--- src/adc_seq_pkg.sv ---
package adc_seq_pkg;

  // ==========================================================
  // Sizes.
  localparam int NUM_SEQ = 4;
  localparam int SEQ_ID_W = 2;
  localparam int RANK_W = 2;
  localparam int RANK_STRIDE = 4;
  localparam int DATA_W = 16;
  localparam int EV_W = 8;

  // ==========================================================
  // Register byte offsets.
  localparam logic [7:0] UFLOW_OFS = 8'h18;
  localparam logic [7:0] PRIO_OFS = 8'h20;
  localparam logic [7:0] INT_STAT_OFS = 8'h24;
  localparam logic [7:0] INT_EN_OFS = 8'h2C;
  localparam logic [7:0] INT_CLR_OFS = 8'h34;
  localparam logic [7:0] RUN_STAT_OFS = 8'h38;

  // ==========================================================
  // Reset values and writable field masks.
  localparam logic [31:0] PRIO_RST = 32'h0000_3210;
  localparam logic [31:0] PRIO_MASK = 32'h0000_3333;
  localparam logic [3:0] UFLOW_RST = 4'h0;
  localparam logic [7:0] INT_RST = 8'h00;

  // ==========================================================
  // Types.
  typedef enum logic [1:0] {
    ST_IDLE = 2'b01,
    ST_RUN = 2'b10
  } run_state_t;

  typedef struct packed {
    logic req;
    logic [SEQ_ID_W-1:0] sel;
  } fifo_rd_req_t;

  typedef struct packed {
    logic cyc;
    logic stb;
    logic we;
    logic [7:0] adr;
    logic [3:0] sel;
    logic [31:0] dat;
  } wb_req_t;

  // Rank code of one sequencer out of the priority word.
  function automatic logic [RANK_W-1:0] rank_of(input logic [31:0] prio,
                                                input int idx);
    rank_of = prio[idx*RANK_STRIDE +: RANK_W];
  endfunction

endpackage

--- src/seq_rank_arbiter.sv ---
`timescale 1ns/1ps
`default_nettype none
module seq_rank_arbiter (
  input wire logic [adc_seq_pkg::NUM_SEQ-1:0] pending,
  input wire logic [31:0] prio,
  output logic grant_valid,
  output logic [adc_seq_pkg::SEQ_ID_W-1:0] grant_id
);

  logic [adc_seq_pkg::RANK_W-1:0] best;

  // Lowest rank code among pending sequencers wins; ties keep lower index.
  always_comb begin
    grant_valid = 1'b0;
    grant_id = '0;
    best = '1;
    for (int i = 0; i < adc_seq_pkg::NUM_SEQ; i++) begin
      if (pending[i] && (!grant_valid ||
          adc_seq_pkg::rank_of(prio, i) < best)) begin
        grant_valid = 1'b1;
        grant_id = i[adc_seq_pkg::SEQ_ID_W-1:0];
        best = adc_seq_pkg::rank_of(prio, i);
      end
    end
  end

endmodule
`default_nettype wire

--- src/empty_read_guard.sv ---
`timescale 1ns/1ps
`default_nettype none
module empty_read_guard #(
  parameter int DATA_W = adc_seq_pkg::DATA_W
) (
  input wire adc_seq_pkg::fifo_rd_req_t rd_req,
  input wire logic [adc_seq_pkg::NUM_SEQ-1:0] fifo_empty,
  input wire logic [adc_seq_pkg::NUM_SEQ*DATA_W-1:0] fifo_data,
  output logic [adc_seq_pkg::NUM_SEQ-1:0] fifo_pop,
  output logic [adc_seq_pkg::NUM_SEQ-1:0] uflow_set,
  output logic [DATA_W-1:0] data_nxt
);

  // Per sequencer: pop only a non-empty FIFO, flag a read of an empty one.
  for (genvar g = 0; g < adc_seq_pkg::NUM_SEQ; g++) begin : g_seq
    logic hit;
    assign hit = rd_req.req && (int'(rd_req.sel) == g);
    assign fifo_pop[g] = hit && !fifo_empty[g];
    assign uflow_set[g] = hit && fifo_empty[g];
  end

  // An empty FIFO answers with zeros instead of its stale head word.
  assign data_nxt = fifo_empty[rd_req.sel] ? '0 :
                    fifo_data[rd_req.sel*DATA_W +: DATA_W];

endmodule
`default_nettype wire

--- src/adc_seq_underflow_priority.sv ---
// Design decision made here: register access over Wishbone.
`timescale 1ns/1ps
`default_nettype none
module adc_seq_underflow_priority #(
  parameter int DATA_W = adc_seq_pkg::DATA_W
) (
  input wire logic sys_clk,
  input wire logic rst,
  input wire logic wb_cyc_i,
  input wire logic wb_stb_i,
  input wire logic wb_we_i,
  input wire logic [7:0] wb_adr_i,
  input wire logic [3:0] wb_sel_i,
  input wire logic [31:0] wb_dat_i,
  output logic [31:0] wb_dat_o,
  output logic wb_ack_o,
  input wire logic [adc_seq_pkg::NUM_SEQ-1:0] trig_in,
  output logic seq_start,
  output logic [adc_seq_pkg::SEQ_ID_W-1:0] seq_id,
  input wire logic conv_done,
  output logic busy,
  input wire adc_seq_pkg::fifo_rd_req_t rd_req,
  input wire logic [adc_seq_pkg::NUM_SEQ-1:0] fifo_empty,
  input wire logic [adc_seq_pkg::NUM_SEQ*DATA_W-1:0] fifo_data,
  output logic [adc_seq_pkg::NUM_SEQ-1:0] fifo_pop,
  output logic [DATA_W-1:0] rd_data,
  output logic rd_valid,
  output logic irq
);

  localparam int N = adc_seq_pkg::NUM_SEQ;
  localparam int EVW = adc_seq_pkg::EV_W;

  // True when the bus address selects the given register.
  function automatic logic hit(input logic [7:0] adr,
                               input logic [7:0] ofs);
    hit = (adr == ofs);
  endfunction

  // Expands byte selects into a bit mask.
  function automatic logic [31:0] lane_mask(input logic [3:0] sel);
    for (int b = 0; b < 4; b++) begin
      lane_mask[8*b +: 8] = {8{sel[b]}};
    end
  endfunction

  // One-hot vector for a sequencer number.
  function automatic logic [N-1:0] onehot(
      input logic [adc_seq_pkg::SEQ_ID_W-1:0] id);
    onehot = '0;
    onehot[id] = 1'b1;
  endfunction

  // ==========================================================
  // Bus slave.
  adc_seq_pkg::wb_req_t bus;
  logic acc;
  logic wr_acc;
  logic ack_r;
  logic [31:0] dat_r;
  logic [31:0] dat_nxt;
  logic [31:0] be_mask;

  // Register state.
  logic [N-1:0] uflow_r;
  logic [N-1:0] uflow_set;
  logic [N-1:0] uflow_clr;
  logic [31:0] prio_r;
  logic [31:0] prio_wmask;
  logic [EVW-1:0] int_stat_r;
  logic [EVW-1:0] int_en_r;
  logic [EVW-1:0] int_clr;
  logic [EVW-1:0] ev;

  // Sequencing state.
  adc_seq_pkg::run_state_t state_r;
  logic [N-1:0] pending_r;
  logic [N-1:0] grant_clr;
  logic [N-1:0] done_ev;
  logic grant_valid;
  logic [adc_seq_pkg::SEQ_ID_W-1:0] grant_id;
  logic start_now;
  logic seq_start_r;
  logic [adc_seq_pkg::SEQ_ID_W-1:0] seq_id_r;

  // Read path.
  logic [DATA_W-1:0] rd_data_nxt;
  logic [DATA_W-1:0] rd_data_r;
  logic rd_valid_r;

  // Pack the bus request; ack comes one cycle after a new request.
  assign bus = {wb_cyc_i, wb_stb_i, wb_we_i, wb_adr_i, wb_sel_i, wb_dat_i};
  assign acc = bus.cyc && bus.stb && !ack_r;
  assign wr_acc = acc && bus.we;
  assign be_mask = lane_mask(bus.sel);
  assign wb_ack_o = ack_r;
  assign wb_dat_o = dat_r;

  // Ack is a single cycle; a held request is not taken twice.
  always_ff @(posedge sys_clk) begin
    if (rst) begin
      ack_r <= 1'b0;
    end else begin
      ack_r <= acc;
    end
  end

  // Read mux; unmapped and write-only offsets read as zero.
  always_comb begin
    case (bus.adr)
      adc_seq_pkg::UFLOW_OFS: dat_nxt = {28'h0000000, uflow_r};
      adc_seq_pkg::PRIO_OFS: dat_nxt = prio_r & adc_seq_pkg::PRIO_MASK;
      adc_seq_pkg::INT_STAT_OFS: dat_nxt = {24'h000000, int_stat_r};
      adc_seq_pkg::INT_EN_OFS: dat_nxt = {24'h000000, int_en_r};
      adc_seq_pkg::RUN_STAT_OFS: begin
        dat_nxt = {25'h0, pending_r, busy, seq_id_r};
      end
      default: dat_nxt = 32'h00000000;
    endcase
  end

  // Read data is captured when the request is taken.
  always_ff @(posedge sys_clk) begin
    if (rst) begin
      dat_r <= 32'h00000000;
    end else if (acc && !bus.we) begin
      dat_r <= dat_nxt;
    end
  end

  // ==========================================================
  // Underflow flags.
  empty_read_guard #(
    .DATA_W(DATA_W)
  ) u_guard (
    .rd_req(rd_req),
    .fifo_empty(fifo_empty),
    .fifo_data(fifo_data),
    .fifo_pop(fifo_pop),
    .uflow_set(uflow_set),
    .data_nxt(rd_data_nxt)
  );

  // Write-one-to-clear on the low lane only; upper bits have no storage.
  always_comb begin
    uflow_clr = '0;
    if (wr_acc && hit(bus.adr, adc_seq_pkg::UFLOW_OFS)) begin
      uflow_clr = bus.dat[N-1:0] & be_mask[N-1:0];
    end
  end

  // A flag set in the clearing cycle survives the clear.
  always_ff @(posedge sys_clk) begin
    if (rst) begin
      uflow_r <= adc_seq_pkg::UFLOW_RST;
    end else begin
      uflow_r <= (uflow_r & ~uflow_clr) | uflow_set;
    end
  end

  // Read data to the requester, zero for an empty FIFO.
  always_ff @(posedge sys_clk) begin
    if (rst) begin
      rd_data_r <= '0;
      rd_valid_r <= 1'b0;
    end else begin
      rd_valid_r <= rd_req.req;
      if (rd_req.req) begin
        rd_data_r <= rd_data_nxt;
      end
    end
  end

  assign rd_data = rd_data_r;
  assign rd_valid = rd_valid_r;

  // ==========================================================
  // Priority register.
  assign prio_wmask = be_mask & adc_seq_pkg::PRIO_MASK;

  // Only the four rank fields store; reserved bits stay zero.
  always_ff @(posedge sys_clk) begin
    if (rst) begin
      prio_r <= adc_seq_pkg::PRIO_RST;
    end else if (wr_acc && hit(bus.adr, adc_seq_pkg::PRIO_OFS)) begin
      prio_r <= (prio_r & ~prio_wmask) | (bus.dat & prio_wmask);
    end
  end

  // ==========================================================
  // Sequencing.
  seq_rank_arbiter u_arb (
    .pending(pending_r),
    .prio(prio_r),
    .grant_valid(grant_valid),
    .grant_id(grant_id)
  );

  assign start_now = (state_r == adc_seq_pkg::ST_IDLE) && grant_valid;
  assign grant_clr = start_now ? onehot(grant_id) : '0;
  assign done_ev = (state_r == adc_seq_pkg::ST_RUN && conv_done) ?
                   onehot(seq_id_r) : '0;

  // Triggers queue up; a retrigger on grant stays pending.
  always_ff @(posedge sys_clk) begin
    if (rst) begin
      pending_r <= '0;
    end else begin
      pending_r <= (pending_r & ~grant_clr) | trig_in;
    end
  end

  // One sequence runs at a time, the best-ranked pending one next.
  always_ff @(posedge sys_clk) begin
    if (rst) begin
      state_r <= adc_seq_pkg::ST_IDLE;
    end else begin
      case (state_r)
        adc_seq_pkg::ST_IDLE: begin
          if (start_now) begin
            state_r <= adc_seq_pkg::ST_RUN;
          end
        end
        adc_seq_pkg::ST_RUN: begin
          if (conv_done) begin
            state_r <= adc_seq_pkg::ST_IDLE;
          end
        end
        default: state_r <= adc_seq_pkg::ST_IDLE;
      endcase
    end
  end

  // Start pulse and the number of the sequence being run.
  always_ff @(posedge sys_clk) begin
    if (rst) begin
      seq_start_r <= 1'b0;
      seq_id_r <= '0;
    end else begin
      seq_start_r <= start_now;
      if (start_now) begin
        seq_id_r <= grant_id;
      end
    end
  end

  assign seq_start = seq_start_r;
  assign seq_id = seq_id_r;
  assign busy = (state_r == adc_seq_pkg::ST_RUN);

  // ==========================================================
  // Interrupts: underflow events low, sequence-done events high.
  assign ev = {done_ev, uflow_set};

  always_comb begin
    int_clr = '0;
    if (wr_acc && hit(bus.adr, adc_seq_pkg::INT_CLR_OFS)) begin
      int_clr = bus.dat[EVW-1:0] & be_mask[EVW-1:0];
    end
  end

  // Sticky status, enable register, set wins over clear.
  always_ff @(posedge sys_clk) begin
    if (rst) begin
      int_stat_r <= adc_seq_pkg::INT_RST;
      int_en_r <= adc_seq_pkg::INT_RST;
    end else begin
      int_stat_r <= (int_stat_r & ~int_clr) | ev;
      if (wr_acc && hit(bus.adr, adc_seq_pkg::INT_EN_OFS)) begin
        int_en_r <= (int_en_r & ~be_mask[EVW-1:0]) |
                    (bus.dat[EVW-1:0] & be_mask[EVW-1:0]);
      end
    end
  end

  assign irq = |(int_stat_r & int_en_r);

  logic [adc_seq_pkg::RANK_W-1:0] win_rank;
  logic better_exists;

  // Flags a pending sequencer that outranks the one being granted.
  always_comb begin
    win_rank = adc_seq_pkg::rank_of(prio_r, int'(grant_id));
    better_exists = 1'b0;
    for (int i = 0; i < N; i++) begin
      if (pending_r[i] && adc_seq_pkg::rank_of(prio_r, i) < win_rank) begin
        better_exists = 1'b1;
      end
    end
  end
endmodule
`default_nettype wire

--- config.mk ---
export PLATFORM = sky130hd
export DESIGN_NAME = adc_seq_underflow_priority
export DESIGN_NICKNAME = d
export VERILOG_FILES = /design/src/adc_seq_pkg.sv /design/src/seq_rank_arbiter.sv /design/src/empty_read_guard.sv /design/src/adc_seq_underflow_priority.sv
export SDC_FILE = /design/constraint.sdc
export NUM_CORES = 1
export LEC_CHECK = 0
export ABC_AREA = 1
export BUFFER_PORTS_ARGS = -buffer_cell sky130_fd_sc_hd__buf_2
export CELL_PAD_IN_SITES_DETAIL_PLACEMENT = 0
export CELL_PAD_IN_SITES_GLOBAL_PLACEMENT = 1
export CORE_AREA = 2 2 98 138
export CTS_BUF_LIST = sky130_fd_sc_hd__clkbuf_8
export CTS_CLUSTER_SIZE = 30
export DETAILED_ROUTE_END_ITERATION = 7
export DIE_AREA = 0 0 100 140
export PLACE_DENSITY_LB_ADDON = 0.2
export SLEW_MARGIN = 20
export SYNTH_ARGS = -nofsm -noshare
export SYNTH_HDL_FRONTEND = slang
export SYNTH_SLANG_ARGS = --single-unit
export TNS_END_PERCENT = 100
--- constraint.sdc ---
create_clock -name sys_clk -period 2.35 [get_ports sys_clk]
set_clock_uncertainty 0.1 [all_clocks]
set_input_delay 0.3525 -clock sys_clk [delete_from_list [all_inputs] [get_ports sys_clk]]
set_output_delay 0.3525 -clock sys_clk [all_outputs]
set_load 0.05 [all_outputs]
# Yosys cells after proc, flatten, opt, wreduce, memory -nomap -nowiden
# Cells that the tools add are included.
# classes
addsub	0
multipliers	0
div_mod_pow	0
order_cmp	8
eq_ne	13
shifts	1
mux	25
bitwise_logic	19
n_reduce_logical	42
# op_table
cell	n
$pmux W14 S5	1
$shiftx A64 B7 Y16	1
$eq A8 B6 Y1 const B	5
$and A32 B14 Y32	1
$and A32 B32 Y32	1
$and A8 B8 Y8	4
$not A14 Y32	1
$or A32 B32 Y32	1
$logic_and A1 B1 Y1	27
$mux W16	1
$not A8 Y8	2
$or A8 B8 Y8	2
$mux W2	7
$and A4 B4 Y4	3
$mux W4	3
$logic_not A1 Y1	9
$lt A2 B3 Y1 const B	3
$eq A8 B5 Y1 const B	1
$mux W1	8
$mux W8	1
$not A4 Y4	2
$or A4 B4 Y4	2
$reduce_or A8 Y1	1
$eq A2 B2 Y1 const B	3
other kinds (10)	18
# totals
regBits	111
latch_bits	0
mem_bits_rw	0
rom_bits	0
input_bits	125
out_inout_bits	59
word_cells	120
memories	0

# Depth between registers and ports, before layout
# Gate-level depths: netlist of the first run.
# depth
ltp_word	21
mapped_depth	21
ltp_nobuf	21

# Modules after synthesis
# From an unflattened synthesis of the first run, not the netlist that was laid out.
# unflattened
hier_cells	620
area_unflattened_um2	4067.7
# by_module_without_submodules
mod	instances	cells_per_inst	area_per_inst_um2	seq_area_each_um2
adc_seq_underflow_priority	1	410	3031.7	1341.3
empty_read_guard	1	165	815.8	0.0
seq_rank_arbiter	1	45	220.2	0.0

# Worst setup path before layout of the first run
# OpenSTA, ideal clock, no wires.
# synth_timing
path_type	input-to-output
from	in rd_req[2] (netlist name)
to	out fifo_pop[0] (netlist name)
t_arrival_ps	2096
t_required_ps	1898
setup_slack_ps	-199
path_stages	3
n_path_buf	1
cell_sequence	inv_1 > clkbuf_1 > nor4_1
# synth_between
elab_chain_cells	2
# synth_lines
item	line_no	rtl
start: declaration	adc_seq_underflow_priority.sv:22	input wire adc_seq_pkg::fifo_rd_req_t rd_req,
$logic_and A1 B1 Y1	empty_read_guard.sv:17	assign hit = rd_req.req && (int'(rd_req.sel) == g);
$logic_and A1 B1 Y1	empty_read_guard.sv:18	assign fifo_pop[g] = hit && !fifo_empty[g];
end: declaration	adc_seq_underflow_priority.sv:25	output logic [adc_seq_pkg::NUM_SEQ-1:0] fifo_pop,
# No other way between the ends.

==> results of run 1 <==
cell usage after synthesis:
cell type and n:
and3_1 1, nor3_4 1, a22o_1 2, nor2_2 1, inv_1 50, nor4_1 2, nor3_1 4, a22oi_1 27
a21oi_2 3, a31oi_1 2, nor2_1 21, clkbuf_1 14, o211ai_1 2, o21bai_1 1, a21oi_1 55, inv_2 2
nand3_1 29, buf_4 21, o22ai_1 3, a221oi_1 2, dfxtp_1 67, buf_6 1, o2111ai_1 4, nand4_1 2
a211oi_1 2, clkinv_1 3, nor4_4 2, nand2_2 4, o31ai_1 4, nand2_1 128, nand3_2 1, a211oi_4 1
ha_1 2, nand2_4 1, o21ai_0 27, conb_1 1
critical path, delay by kind of cell, from the launching register on:
family	cells	cell delay (ns)
AND/OR/NAND/NOR	15	0.99
flip-flops	1	0.34
AO/OA/AOI/OAI	3	0.24
buffers and inverters	1	0.04
adder cells (fa/ha/maj)	2	0.51
cell usage in the layout (no fill, tap or decap), drive strengths merged, types with 3 or more instances in the layout:
master and instances:
buf 175, nand2 133, dfxtp 67, a21oi 58
inv 54, nand3 30, a22oi 27, o21ai 27
nor2 22, conb 20, clkbuf 9, nor3 5
o31ai 4, o2111ai 4, clkinv 4, nor4 4
o22ai 3, a211oi 3
final timing paths:
check | to | slack, ns | cells after the start
hold / removal | flop | 0.11 | 3
hold reg to reg | rd_data[3] | 0.36 | 2
setup reg to reg | pending_r[0] | 0.004 | 21
setup / recovery | pending_r[0] | 0.004 | 21
layout make-up:
type,count,share of cell area
timing repair buffer,175,0.201
inverter,55,0.0438
tap,153,0.0401
clock buffer,9,0.0260
sequential,67,0.283
clock inverter,7,0.0194
multi-input combinational,354,0.387
layer usage:
layer / GRT usage / wire (µm) / vias to the layer above
li1: - / - / 1957
met1: 0.167 / 4350 / 1708
met2: 0.305 / 5950 / 127
met3: 0.0554 / 778 / 18
met4: 0.0707 / 348 / 0
met5: 0 / 0 / -
power by group through the flow:
stage	combinational (W)	sequential [W]	clock [W]
floorplan	0.000326	0.00133	0
global placement	0.000600	0.00124	0
detailed placement	0.000606	0.00124	0
CTS	0.000625	0.00121	0.00110
global route	0.000684	0.00122	0.00115
finish	0.000629	0.00121	0.00106
cells by family after synthesis:
| group | after synthesis |
|---|---|
| AND/OR/NAND/NOR | 197 |
| buffers and inverters | 91 |
| flip-flops | 67 |
| AO/OA/AOI/OAI | 135 |
| other | 1 |
| adder cells (fa/ha/maj) | 2 |
stage by stage:
step	instances	TNS (ns)	total power [W]	setup WS [ns]	cell area (µm²)
6_report	820	0	0.00291	0.00365	4770
5_1_grt	820	-0.699	0.00305	-0.151	4770
4_1_cts	818	-0.171	0.00294	-0.0460	4720
3_5_place_dp	797	-0.476	0.00184	-0.117	4440
3_3_place_gp	797	-0.318	0.00184	-0.0889	4440
2_1_floorplan	512	-0.397	0.00165	-0.199	3560
what timing repair did:
action / in CTS / in global routing
gates resized for setup: 12 / 11
cloned: 0 / 0
buffers inserted: 5 / 2
setup endpoints to repair: 6 / 6
pin swaps: 13 / 21
==> impl_results.md, run 1 <==
* Layout fillers at 1,440
* Htree depth at 3
* Switching power at 0.000926 W
* Yosys top cell by area: dfxtp_1
* Clock sinks at 67
* Post-route clock period utilization at 0.998
* Area taken by multi-input logic gates at 1840 µm²
* Slew @ Worst Pin at 0.579 ns
* CTS buffer count at 9
* Initial antenna violation count at 0
* Clock tree root buffer cell: clkbuf_8
* Fmax at 426 MHz
* Clk network pwr share at 0.366
* Clock Path Buffers at 2
* RePlAce Congestion at 0.846
* First-pass GRT wire length at 18.2 mm
* Reg power frac at 0.418
* DRC at 0
* Routed Antenna Nets at 0
* Largest family of logic cells by synthesized area: simple AND/OR/NAND/NOR gates
* Port Buffers at 141
* HP Class: input pin to flop
* Largest net degree at the start of global routing at 49
* Comb power frac at 0.216
* Final Setup Violations at 0
* Clk_lat worst skew at 0.35 ns
* Ratio of total power to cell area at 609 nW/µm²
* Netlist Area Pre-Place at 3490 µm²
* Global route overflow at 0
* Worst Setup End Kind: flop
* Internal Power at 0.00198 W
* Synth Area in Simple Gates at 0.248
* Crit-path max FO at 4
* Finished Core Util at 0.374
* Status: complete, no violations
* Post-synth top area share at 0.384
* Vias at 3,810
* Yosys cell types at 36
* Initial Util at 0.274
* Max Cap Viol at 0
* RSZ-0062 raised after global routing: yes
* Hold WS at 0.107 ns
* DR WL/cell at 13.9 µm
* Die W at 100 µm
* Startpoint type of the worst setup path: flop
* YS warnings at 0
* Die area at 14,000 µm²
* Tot GR Track Use at 0.165
* Top Ports at 184
* Synth-to-Final Area Change at 36.5%
* Setup CP Type: flop to flop
* Vias per inst at 4.65
* Drt total wl at 11.4 mm
* Initial DRC count at 119
* Slowest stage cell, crit path: dfxtp_2
* CTS tree: built
* Max VDD drop at 0.235 mV
* Die height at 140 µm
* Syn_area_per_cell at 7.09 µm²
* Drt first pass iters at 4
* Critical-path cell list: inv_4 -> nand2_4 -> nand2_2 -> nand2_2 -> nand2_2 -> o21ai_2 -> ha_1 -> nand2_1 -> nand2_1 -> nand2_2 -> nand2_2 -> nand2_1 -> o21ai_1 -> ha_1 -> nand2_1 -> nand2_1 -> nand2_2 -> nand2_4 -> nand3_2 -> nand2_2 -> a21oi_2
* Hold Buf Count CTS at 0
* Core area at 12,800 µm²
* Hold Crit Start: wb_dat_i[13]
* Cell leakage power at 2.29 nW
* Mux cell area share after synthesis at 0
* CP max stage delay at 0.34 ns
* Ant diodes at 0
* Max Slew Vio Count at 0
* Tmin final at 2.35 ns
* Synth top area cells: dfxtp_1, nand2_1, a21oi_1
* Slew Limit Headroom at 0.614
* Adder-cell share of the synthesized area at 0.00716
* Final Hold Vio Count at 0
* Seq. cell area at 1350 µm²
* Vias in the first global route at 3,840
* Final net count at 789
* CP arrival at 2.46 ns
* Hpwl dp at 9.08 mm
* Post-synthesis compound-gate area fraction at 0.237
* Worst-path clk slew at 0.07 ns
* Register area share after synthesis at 0.384
* Flops & latches, synth at 67
* Fraction of final layout cells sized beyond drive strength 1 at 0.336
* Req. time, crit path at 2.47 ns
* Post-Synth XOR/XNOR Area at 0
* Cell with the most instances on the worst path: nand2_2
* Post-Syn Instances at 493
* Sw Ratio at 0.319
* FP Rows at 49
No activity file was read; power rests on OpenSTA's default activity.
==> inputs of run 2 (changes only) <==
--- a/config.mk
+++ b/config.mk
@@ -14,7 +14,9 @@
 export CTS_CLUSTER_SIZE = 30
 export DETAILED_ROUTE_END_ITERATION = 7
 export DIE_AREA = 0 0 100 140
+export GPL_TIMING_DRIVEN = 0
 export PLACE_DENSITY_LB_ADDON = 0.2
+export RECOVER_POWER = 50
 export SLEW_MARGIN = 20
 export SYNTH_ARGS = -nofsm -noshare
 export SYNTH_HDL_FRONTEND = slang
==> run 2 against run 1 <==
The flow now finishes with violations (negative setup slack); cell area increased by 0.16%; sequential cell count unchanged; combinational power increased by 3%; first-iteration DRC count is 25% lower; cell count up 1.2%; routed wire length rose by 5.4%; die area unchanged.
==> impl_results.md, run 2 (same netlist as run 1, synthesis figures left out) <==
* HP Class: input pin to flop (unchanged)
* Worst path buffer plus inverter count at 0 (was 1)
* Htree depth at 3 (unchanged)
* Reg power frac at 0.429 (was 0.418)
* Drt first pass iters at 4 (unchanged)
* Final Setup Violations at 3 (was 0)
* Initial DRC count at 89 (was 119)
* Cell leakage power at 2.29 nW (about the same)
* Vias in the first global route at 3,930 (was 3,840)
* Vias at 3,825 (was 3,810)
* Reg2reg path depth at 20 (was 21)
* Routed Antenna Nets at 0 (unchanged)
* Slew @ Worst Pin at 0.761 ns (was 0.579 ns)
* Worst-path clk slew at 0.08 ns (was 0.07 ns)
* Cell with the most instances on the worst path: nand2_2 (unchanged)
* Clock tree root buffer cell: clkbuf_8 (unchanged)
* Worst setup startpoint: pending_r[0]
* Ratio of total power to cell area at 592 nW/µm² (was 609 nW/µm²)
* Drt total wl at 12.0 mm (was 11.4 mm)
* Vias per inst at 4.61 (was 4.65)
* CP max stage delay at 0.38 ns (was 0.34 ns)
* Ant diodes at 0 (unchanged)
* Clk network pwr share at 0.342 (was 0.366)
* Fraction of final layout cells sized beyond drive strength 1 at 0.325 (was 0.336)
* Port Buffers at 140 (was 141)
* Hpwl dp at 9.75 mm (was 9.08 mm)
* RSZ-0062 raised after global routing: yes (unchanged)
* Comb power frac at 0.229 (was 0.216)
* Final Hold Vio Count at 0 (unchanged)
* Commonest non-fill, non-tap cell in the layout: buf_2 (unchanged)
* Setup CP Type: flop to flop (unchanged)
* Tot Pwr at 0.00283 W (was 0.00291 W)
* Post-route clock period utilization at 1.02 (was 0.998)
* Req. time, crit path at 2.47 ns (about the same)
* Tmin final at 2.41 ns (was 2.35 ns)
* Switching power at 0.000947 W (was 0.000926 W)
* Reg2reg start: pending_r[0]
* Failing checks: negative setup slack
* CTS buffer count at 9 (unchanged)
* Final TNS setup at -0.158 ns (was 0 ns)
* Most frequent cells in the layout: buf_2, nand2_1, dfxtp_1, a21oi_1, inv_1 (unchanged)
* Fmax at 416 MHz (was 426 MHz)
* Cells on Worst Hold Path at 3 (unchanged)
* Max Slew Vio Count at 0 (unchanged)
* Die height at 140 µm (unchanged)
* Initial antenna violation count at 0 (unchanged)
* Status: finished, violations left (was complete, no violations)
* Worst Setup End Kind: flop (unchanged)
* FP Rows at 49 (unchanged)
* Setup WS pre-CTS at -0.273 ns (was -0.117 ns)
* Slew Limit Headroom at 0.491 (was 0.614)
* Slowest stage cell, crit path: dfxtp_4 (was dfxtp_2)
* Global route overflow at 0 (unchanged)
* Clock sinks at 67 (unchanged)
* RePlAce Congestion at 0.881 (was 0.846)
* Max Cap Viol at 0 (unchanged)
* CTS tree: built (unchanged)
* Sw Ratio at 0.335 (was 0.319)
* Reg-to-reg slack, setup at -0.06 ns (was 0.004 ns)
* Worst reg2reg path endpoint: pending_r[0] (unchanged)
* Final net count at 799 (was 789)
* Placed inst area at 4460 µm² (was 4440 µm²)
* Layout fillers at 1,436 (was 1,440)
* Core area at 12,800 µm² (unchanged)
* Family with the most delay on the worst path: simple AND/OR/NAND/NOR gates (unchanged)
* Top Ports at 184 (unchanged)
* Internal Power at 0.00188 W (was 0.00198 W)
* Tot GR Track Use at 0.175 (was 0.165)
* Synth-to-Final Area Change at 36.7% (was 36.5%)
* Die area at 14,000 µm² (unchanged)
* Area taken by multi-input logic gates at 1840 µm² (unchanged)
* Final Instance Area at 4780 µm² (was 4770 µm²)
* Largest net degree at the start of global routing at 13 (was 49)
* Initial Util at 0.274 (unchanged)
* DRC at 0 (unchanged)
* Hold Crit Start: wb_dat_i[9] (was wb_dat_i[13])
* Seq. cell area at 1350 µm² (about the same)
* Startpoint type of the worst setup path: flop (unchanged)
* CP arrival at 2.52 ns (was 2.46 ns)
* Clock Path Buffers at 2 (unchanged)
* Clk_lat worst skew at 0.36 ns (was 0.35 ns)
* DR WL/cell at 14.5 µm (was 13.9 µm)
* Die W at 100 µm (unchanged)
* Crit-path max FO at 6 (was 4)
* Critical-path cell list: nand2_2 -> nand2_2 -> nand2_2 -> nand2_2 -> o21ai_2 -> ha_1 -> nand2_1 -> nand2_1 -> nand2_2 -> nand2_2 -> nand2_1 -> o21ai_1 -> ha_1 -> nand2_1 -> nand2_1 -> nand2_2 -> nand2_4 -> nand3_2 -> nand2_2 -> a21oi_2 (was inv_4 -> nand2_4 -> nand2_2 -> nand2_2 -> nand2_2 -> o21ai_2 -> ha_1 -> nand2_1 -> nand2_1 -> nand2_2 -> nand2_2 -> nand2_1 -> o21ai_1 -> ha_1 -> nand2_1 -> nand2_1 -> nand2_2 -> nand2_4 -> nand3_2 -> nand2_2 -> a21oi_2)
* Post-route setup slack at -0.0564 ns (was 0.00365 ns)
* First-pass GRT wire length at 19.0 mm (was 18.2 mm)
* Max VDD drop at 0.210 mV (was 0.235 mV)
## run 2: how the worst max path moves through the flow
stage                              end  slack, ns  depth (start not counted)
after CTS                 pending_r[0]      -0.09                         20
final                     pending_r[0]      -0.06                         20
after global routing      pending_r[0]      -0.25                         20
after detailed placement  pending_r[0]      -0.27                         20
after global placement    pending_r[0]      -0.26                         21
after floorplan            fifo_pop[0]      -0.20                          3
## run 2: repair_timing
action                     in CTS  in global routing
hold buffers                    0                  0
pin swaps                       9                  9
setup buffers                   9                  0
setup endpoints to repair       6                  6
gates resized for setup        16                  8
## run 2: metal layers
layer | up-vias | global-route usage | part of all wire
li1 | 1985 | - | -
met1 | 1695 | 0.182 | 0.38
met2 | 130 | 0.327 | 0.54
met3 | 15 | 0.0519 | 0.066
met4 | 0 | 0.0606 | 0.019
met5 | - | 0 | 0
## run 2: power groups by stage
stage,logic (W),registers [W],clock network (W)
after CTS,0.000644,0.00121,0.000993
after global routing,0.000705,0.00122,0.00106
after global placement,0.000612,0.00124,0
after floorplan,0.000326,0.00133,0
after detailed placement,0.000615,0.00124,0
final,0.000646,0.00121,0.000968
## run 2: layout make-up
| cell class | count | area share |
|---|---|---|
| inverter | 55 | 0.0437 |
| clock buffer | 9 | 0.0259 |
| clock inverter | 7 | 0.0147 |
| timing repair buffer | 149 | 0.161 |
| multi-input combinational | 354 | 0.386 |
| buffer | 36 | 0.0464 |
| tap | 153 | 0.0401 |
| sequential | 67 | 0.283 |
## run 2: metrics by stage
stage / hold WS (ns) / instances / utilization
5_1_grt: 0.0874 / 830 / 0.375
6_report: 0.0893 / 830 / 0.375
4_1_cts: 0.0758 / 830 / 0.373
3_5_place_dp: 0.357 / 805 / 0.349
2_1_floorplan: 0.344 / 512 / -
3_3_place_gp: 0.350 / 805 / 0.349
## run 2: worst reg2reg max path, stage by stage (launching register included)
cell and delay (ns):
dfxtp_4 0.38, nand2_2 0.08, nand2_2 0.07, nand2_2 0.07
nand2_2 0.06, o21ai_2 0.13, ha_1 0.24, nand2_1 0.07
nand2_1 0.06, nand2_2 0.07, nand2_2 0.06, nand2_1 0.06
o21ai_1 0.07, ha_1 0.28, nand2_1 0.05, nand2_1 0.06
nand2_2 0.07, nand2_4 0.09, nand3_2 0.07, nand2_2 0.07
a21oi_2 0.04
==> inputs of run 3 (changes only) <==
--- a/config.mk
+++ b/config.mk
@@ -15,6 +15,7 @@
 export DETAILED_ROUTE_END_ITERATION = 7
 export DIE_AREA = 0 0 100 140
 export GPL_TIMING_DRIVEN = 0
+export MAX_ROUTING_LAYER = met4
 export PLACE_DENSITY_LB_ADDON = 0.2
 export RECOVER_POWER = 50
 export SLEW_MARGIN = 20
==> run 3 against run 2 <==
The flow still finishes with violations (negative setup slack); count of clock-buffer cells in the layout is 1 higher; via count is 1.4% higher; cell count is 0.84% higher; maximum frequency is 0.82% lower; utilization is 0.57 points higher; cell area is 1.5% higher; largest power group unchanged; setup slack worse by 0.020 ns; sequential share of layout area is 0.45 points lower; first-iteration DRC count is 36% higher; global-route usage is 0.31 points higher; routed wire length is 0.12% higher; sequential cell count stayed put.
==> impl_results.md, run 3 (same netlist as run 1, synthesis figures left out) <==
* Post-route clock period utilization at 1.03 (was 1.02)
* Port Buffers at 140 (unchanged)
* HP Class: input pin to flop (unchanged)
* Initial Util at 0.274 (unchanged)
* Tot Pwr at 0.00285 W (was 0.00283 W)
* Ratio of total power to cell area at 588 nW/µm² (was 592 nW/µm²)
* Routed Antenna Nets at 0 (unchanged)
* CP arrival at 2.53 ns (was 2.52 ns)
* RePlAce Congestion at 0.898 (was 0.881)
* Vias at 3,879 (was 3,825)
* Worst setup startpoint: pending_r[0] (unchanged)
* Worst Setup End Kind: flop (unchanged)
* Crit-path max FO at 6 (unchanged)
* Clk_lat worst skew at 0.36 ns (about the same)
* Final Instance Area at 4850 µm² (was 4780 µm²)
* Drt first pass iters at 4 (unchanged)
* Most frequent cells in the layout: buf_2, nand2_1, dfxtp_1, a21oi_1, inv_1 (unchanged)
* Core area at 12,800 µm² (unchanged)
* Crit path to: pending_r[0] (unchanged)
* Initial antenna violation count at 0 (unchanged)
* Reg-to-reg slack, setup at -0.08 ns (was -0.06 ns)
* FP Rows at 49 (unchanged)
* Fmax at 412 MHz (was 416 MHz)
* Initial DRC count at 121 (was 89)
* Max Slew Vio Count at 0 (unchanged)
* Slew @ Worst Pin at 0.760 ns (was 0.761 ns)
* Hold WS at 0.0962 ns (was 0.0893 ns)
* Clock Path Buffers at 2 (unchanged)
* Tot GR Track Use at 0.178 (was 0.175)
* CP max stage delay at 0.38 ns (about the same)
* Slowest stage cell, crit path: dfxtp_4 (unchanged)
* Max VDD drop at 0.305 mV (was 0.210 mV)
* Critical-path cell list: nand3_1 -> nand2_1 -> inv_2 -> nand2_2 -> o21ai_2 -> ha_1 -> nand2_1 -> nand2_1 -> nand2_2 -> nand2_2 -> nand2_2 -> o21ai_2 -> ha_1 -> nand2_1 -> nand2_1 -> nand2_2 -> nand2_4 -> nand3_2 -> nand2_2 -> a21oi_2 (was nand2_2 -> nand2_2 -> nand2_2 -> nand2_2 -> o21ai_2 -> ha_1 -> nand2_1 -> nand2_1 -> nand2_2 -> nand2_2 -> nand2_1 -> o21ai_1 -> ha_1 -> nand2_1 -> nand2_1 -> nand2_2 -> nand2_4 -> nand3_2 -> nand2_2 -> a21oi_2)
* Fin cells at 837 (was 830)
* Cell leakage power at 2.34 nW (was 2.29 nW)
* Final net count at 806 (was 799)
* CTS tree: built (unchanged)
* Hpwl dp at 9.76 mm (was 9.75 mm)
* Placed Instances at 805 (unchanged)
* Reg2reg path depth at 20 (unchanged)
* Drt total wl at 12.1 mm (was 12.0 mm)
* Fraction of final layout cells sized beyond drive strength 1 at 0.335 (was 0.325)
* CTS buffer count at 9 (unchanged)
* Tmin final at 2.43 ns (was 2.41 ns)
* Commonest non-fill, non-tap cell in the layout: buf_2 (unchanged)
* Placed inst area at 4460 µm² (unchanged)
* Startpoint type of the worst setup path: flop (unchanged)
* Global route overflow at 0 (unchanged)
* Top Ports at 184 (unchanged)
* Die area at 14,000 µm² (unchanged)
* RSZ-0062 raised after global routing: yes (unchanged)
* Cell with the most instances on the worst path: nand2_2 (unchanged)
* Final Setup Violations at 5 (was 3)
* Synth-to-Final Area Change at 38.8% (was 36.7%)
* Die W at 100 µm (unchanged)
* Vias in the first global route at 3,795 (was 3,930)
* Failing checks: negative setup slack (unchanged)
* Max Cap Viol at 0 (unchanged)
* Htree depth at 3 (unchanged)
* Clock tree root buffer cell: clkbuf_8 (unchanged)
* Ant diodes at 0 (unchanged)
* First-pass GRT wire length at 18.9 mm (was 19.0 mm)
* Reg2reg start: pending_r[0] (unchanged)
* Clock sinks at 67 (unchanged)
* Setup CP Type: flop to flop (unchanged)
* Worst-path clk slew at 0.07 ns (was 0.08 ns)
* Die height at 140 µm (unchanged)
* Final Hold Vio Count at 0 (unchanged)
* Req. time, crit path at 2.46 ns (was 2.47 ns)
* Vias per inst at 4.63 (was 4.61)
* DRC at 0 (unchanged)
* Post-route setup slack at -0.0764 ns (was -0.0564 ns)
* Worst reg2reg path endpoint: pending_r[0] (unchanged)
* Status: finished, violations left (unchanged)
* Largest net degree at the start of global routing at 12 (was 13)
* DR WL/cell at 14.4 µm (was 14.5 µm)
* Slew Limit Headroom at 0.493 (was 0.491)
-- run 3: through the flow --
step | setup TNS, ns | utilization | worst slack, ns
after floorplan | -0.397 | - | -0.199
after global placement | -1.92 | 0.349 | -0.256
after detailed placement | -2.21 | 0.349 | -0.282
after CTS | -0.252 | 0.375 | -0.0639
after global routing | -1.12 | 0.380 | -0.209
final | -0.286 | 0.380 | -0.0764
-- run 3: critical path: cells and delay by family, from the launching register on --
kind | cells | cell delay [ns]
AOI/OAI and AO/OA | 3 | 0.23
adders and majority gates | 2 | 0.52
buffers and inverters | 1 | 0.06
DFF | 1 | 0.38
and+or+nand+nor | 14 | 0.98
-- run 3: how the worst min path moves through the flow --
stage,startpoint,end,slack [ns],cells past startpoint
3_3_place_gp,rd_data[5],rd_data[5],0.35,2
6_report,wb_dat_i[13],flop,0.1,3
4_1_cts,wb_dat_i[13],flop,0.09,3
3_5_place_dp,wb_dat_o[5],wb_dat_o[5],0.36,2
5_1_grt,wb_dat_i[13],flop,0.11,3
2_1_floorplan,int_stat_r[6],int_stat_r[6],0.34,2
-- run 3: what timing repair did --
item                       in CTS  in global routing
gates resized for setup        16                 14
hold buffers                    0                  0
buffers inserted               13                  3
pin swaps                       8                 19
setup endpoints to repair       6                  6
-- run 3: routing by layer --
metal	wire length (µm)	vias up	GRT usage
li1	-	1991	-
met1	4670	1723	0.185
met2	6370	139	0.325
met3	700	26	0.0354
met4	318	0	0.0678
met5	0	-	-
-- run 3: area by class of cell --
| type | instances | area [µm²] |
|---|---|---|
| clock buffers | 10 | 138 |
| inverters | 55 | 209 |
| fillers | 1434 | 7900 |
| clock inverters | 6 | 57.6 |
| plain buffers | 36 | 221 |
| well taps | 153 | 191 |
| multi-input cells | 354 | 1860 |
| repair buffers | 156 | 820 |
| flip-flops and latches | 67 | 1350 |
-- run 3: power by group --
part	internal (W)	switching, W	total [W]
clock	0.000511	0.000451	0.000963
combinational	0.000231	0.000444	0.000674
sequential	0.00118	0.0000341	0.00121
total	0.00192	0.000929	0.00285
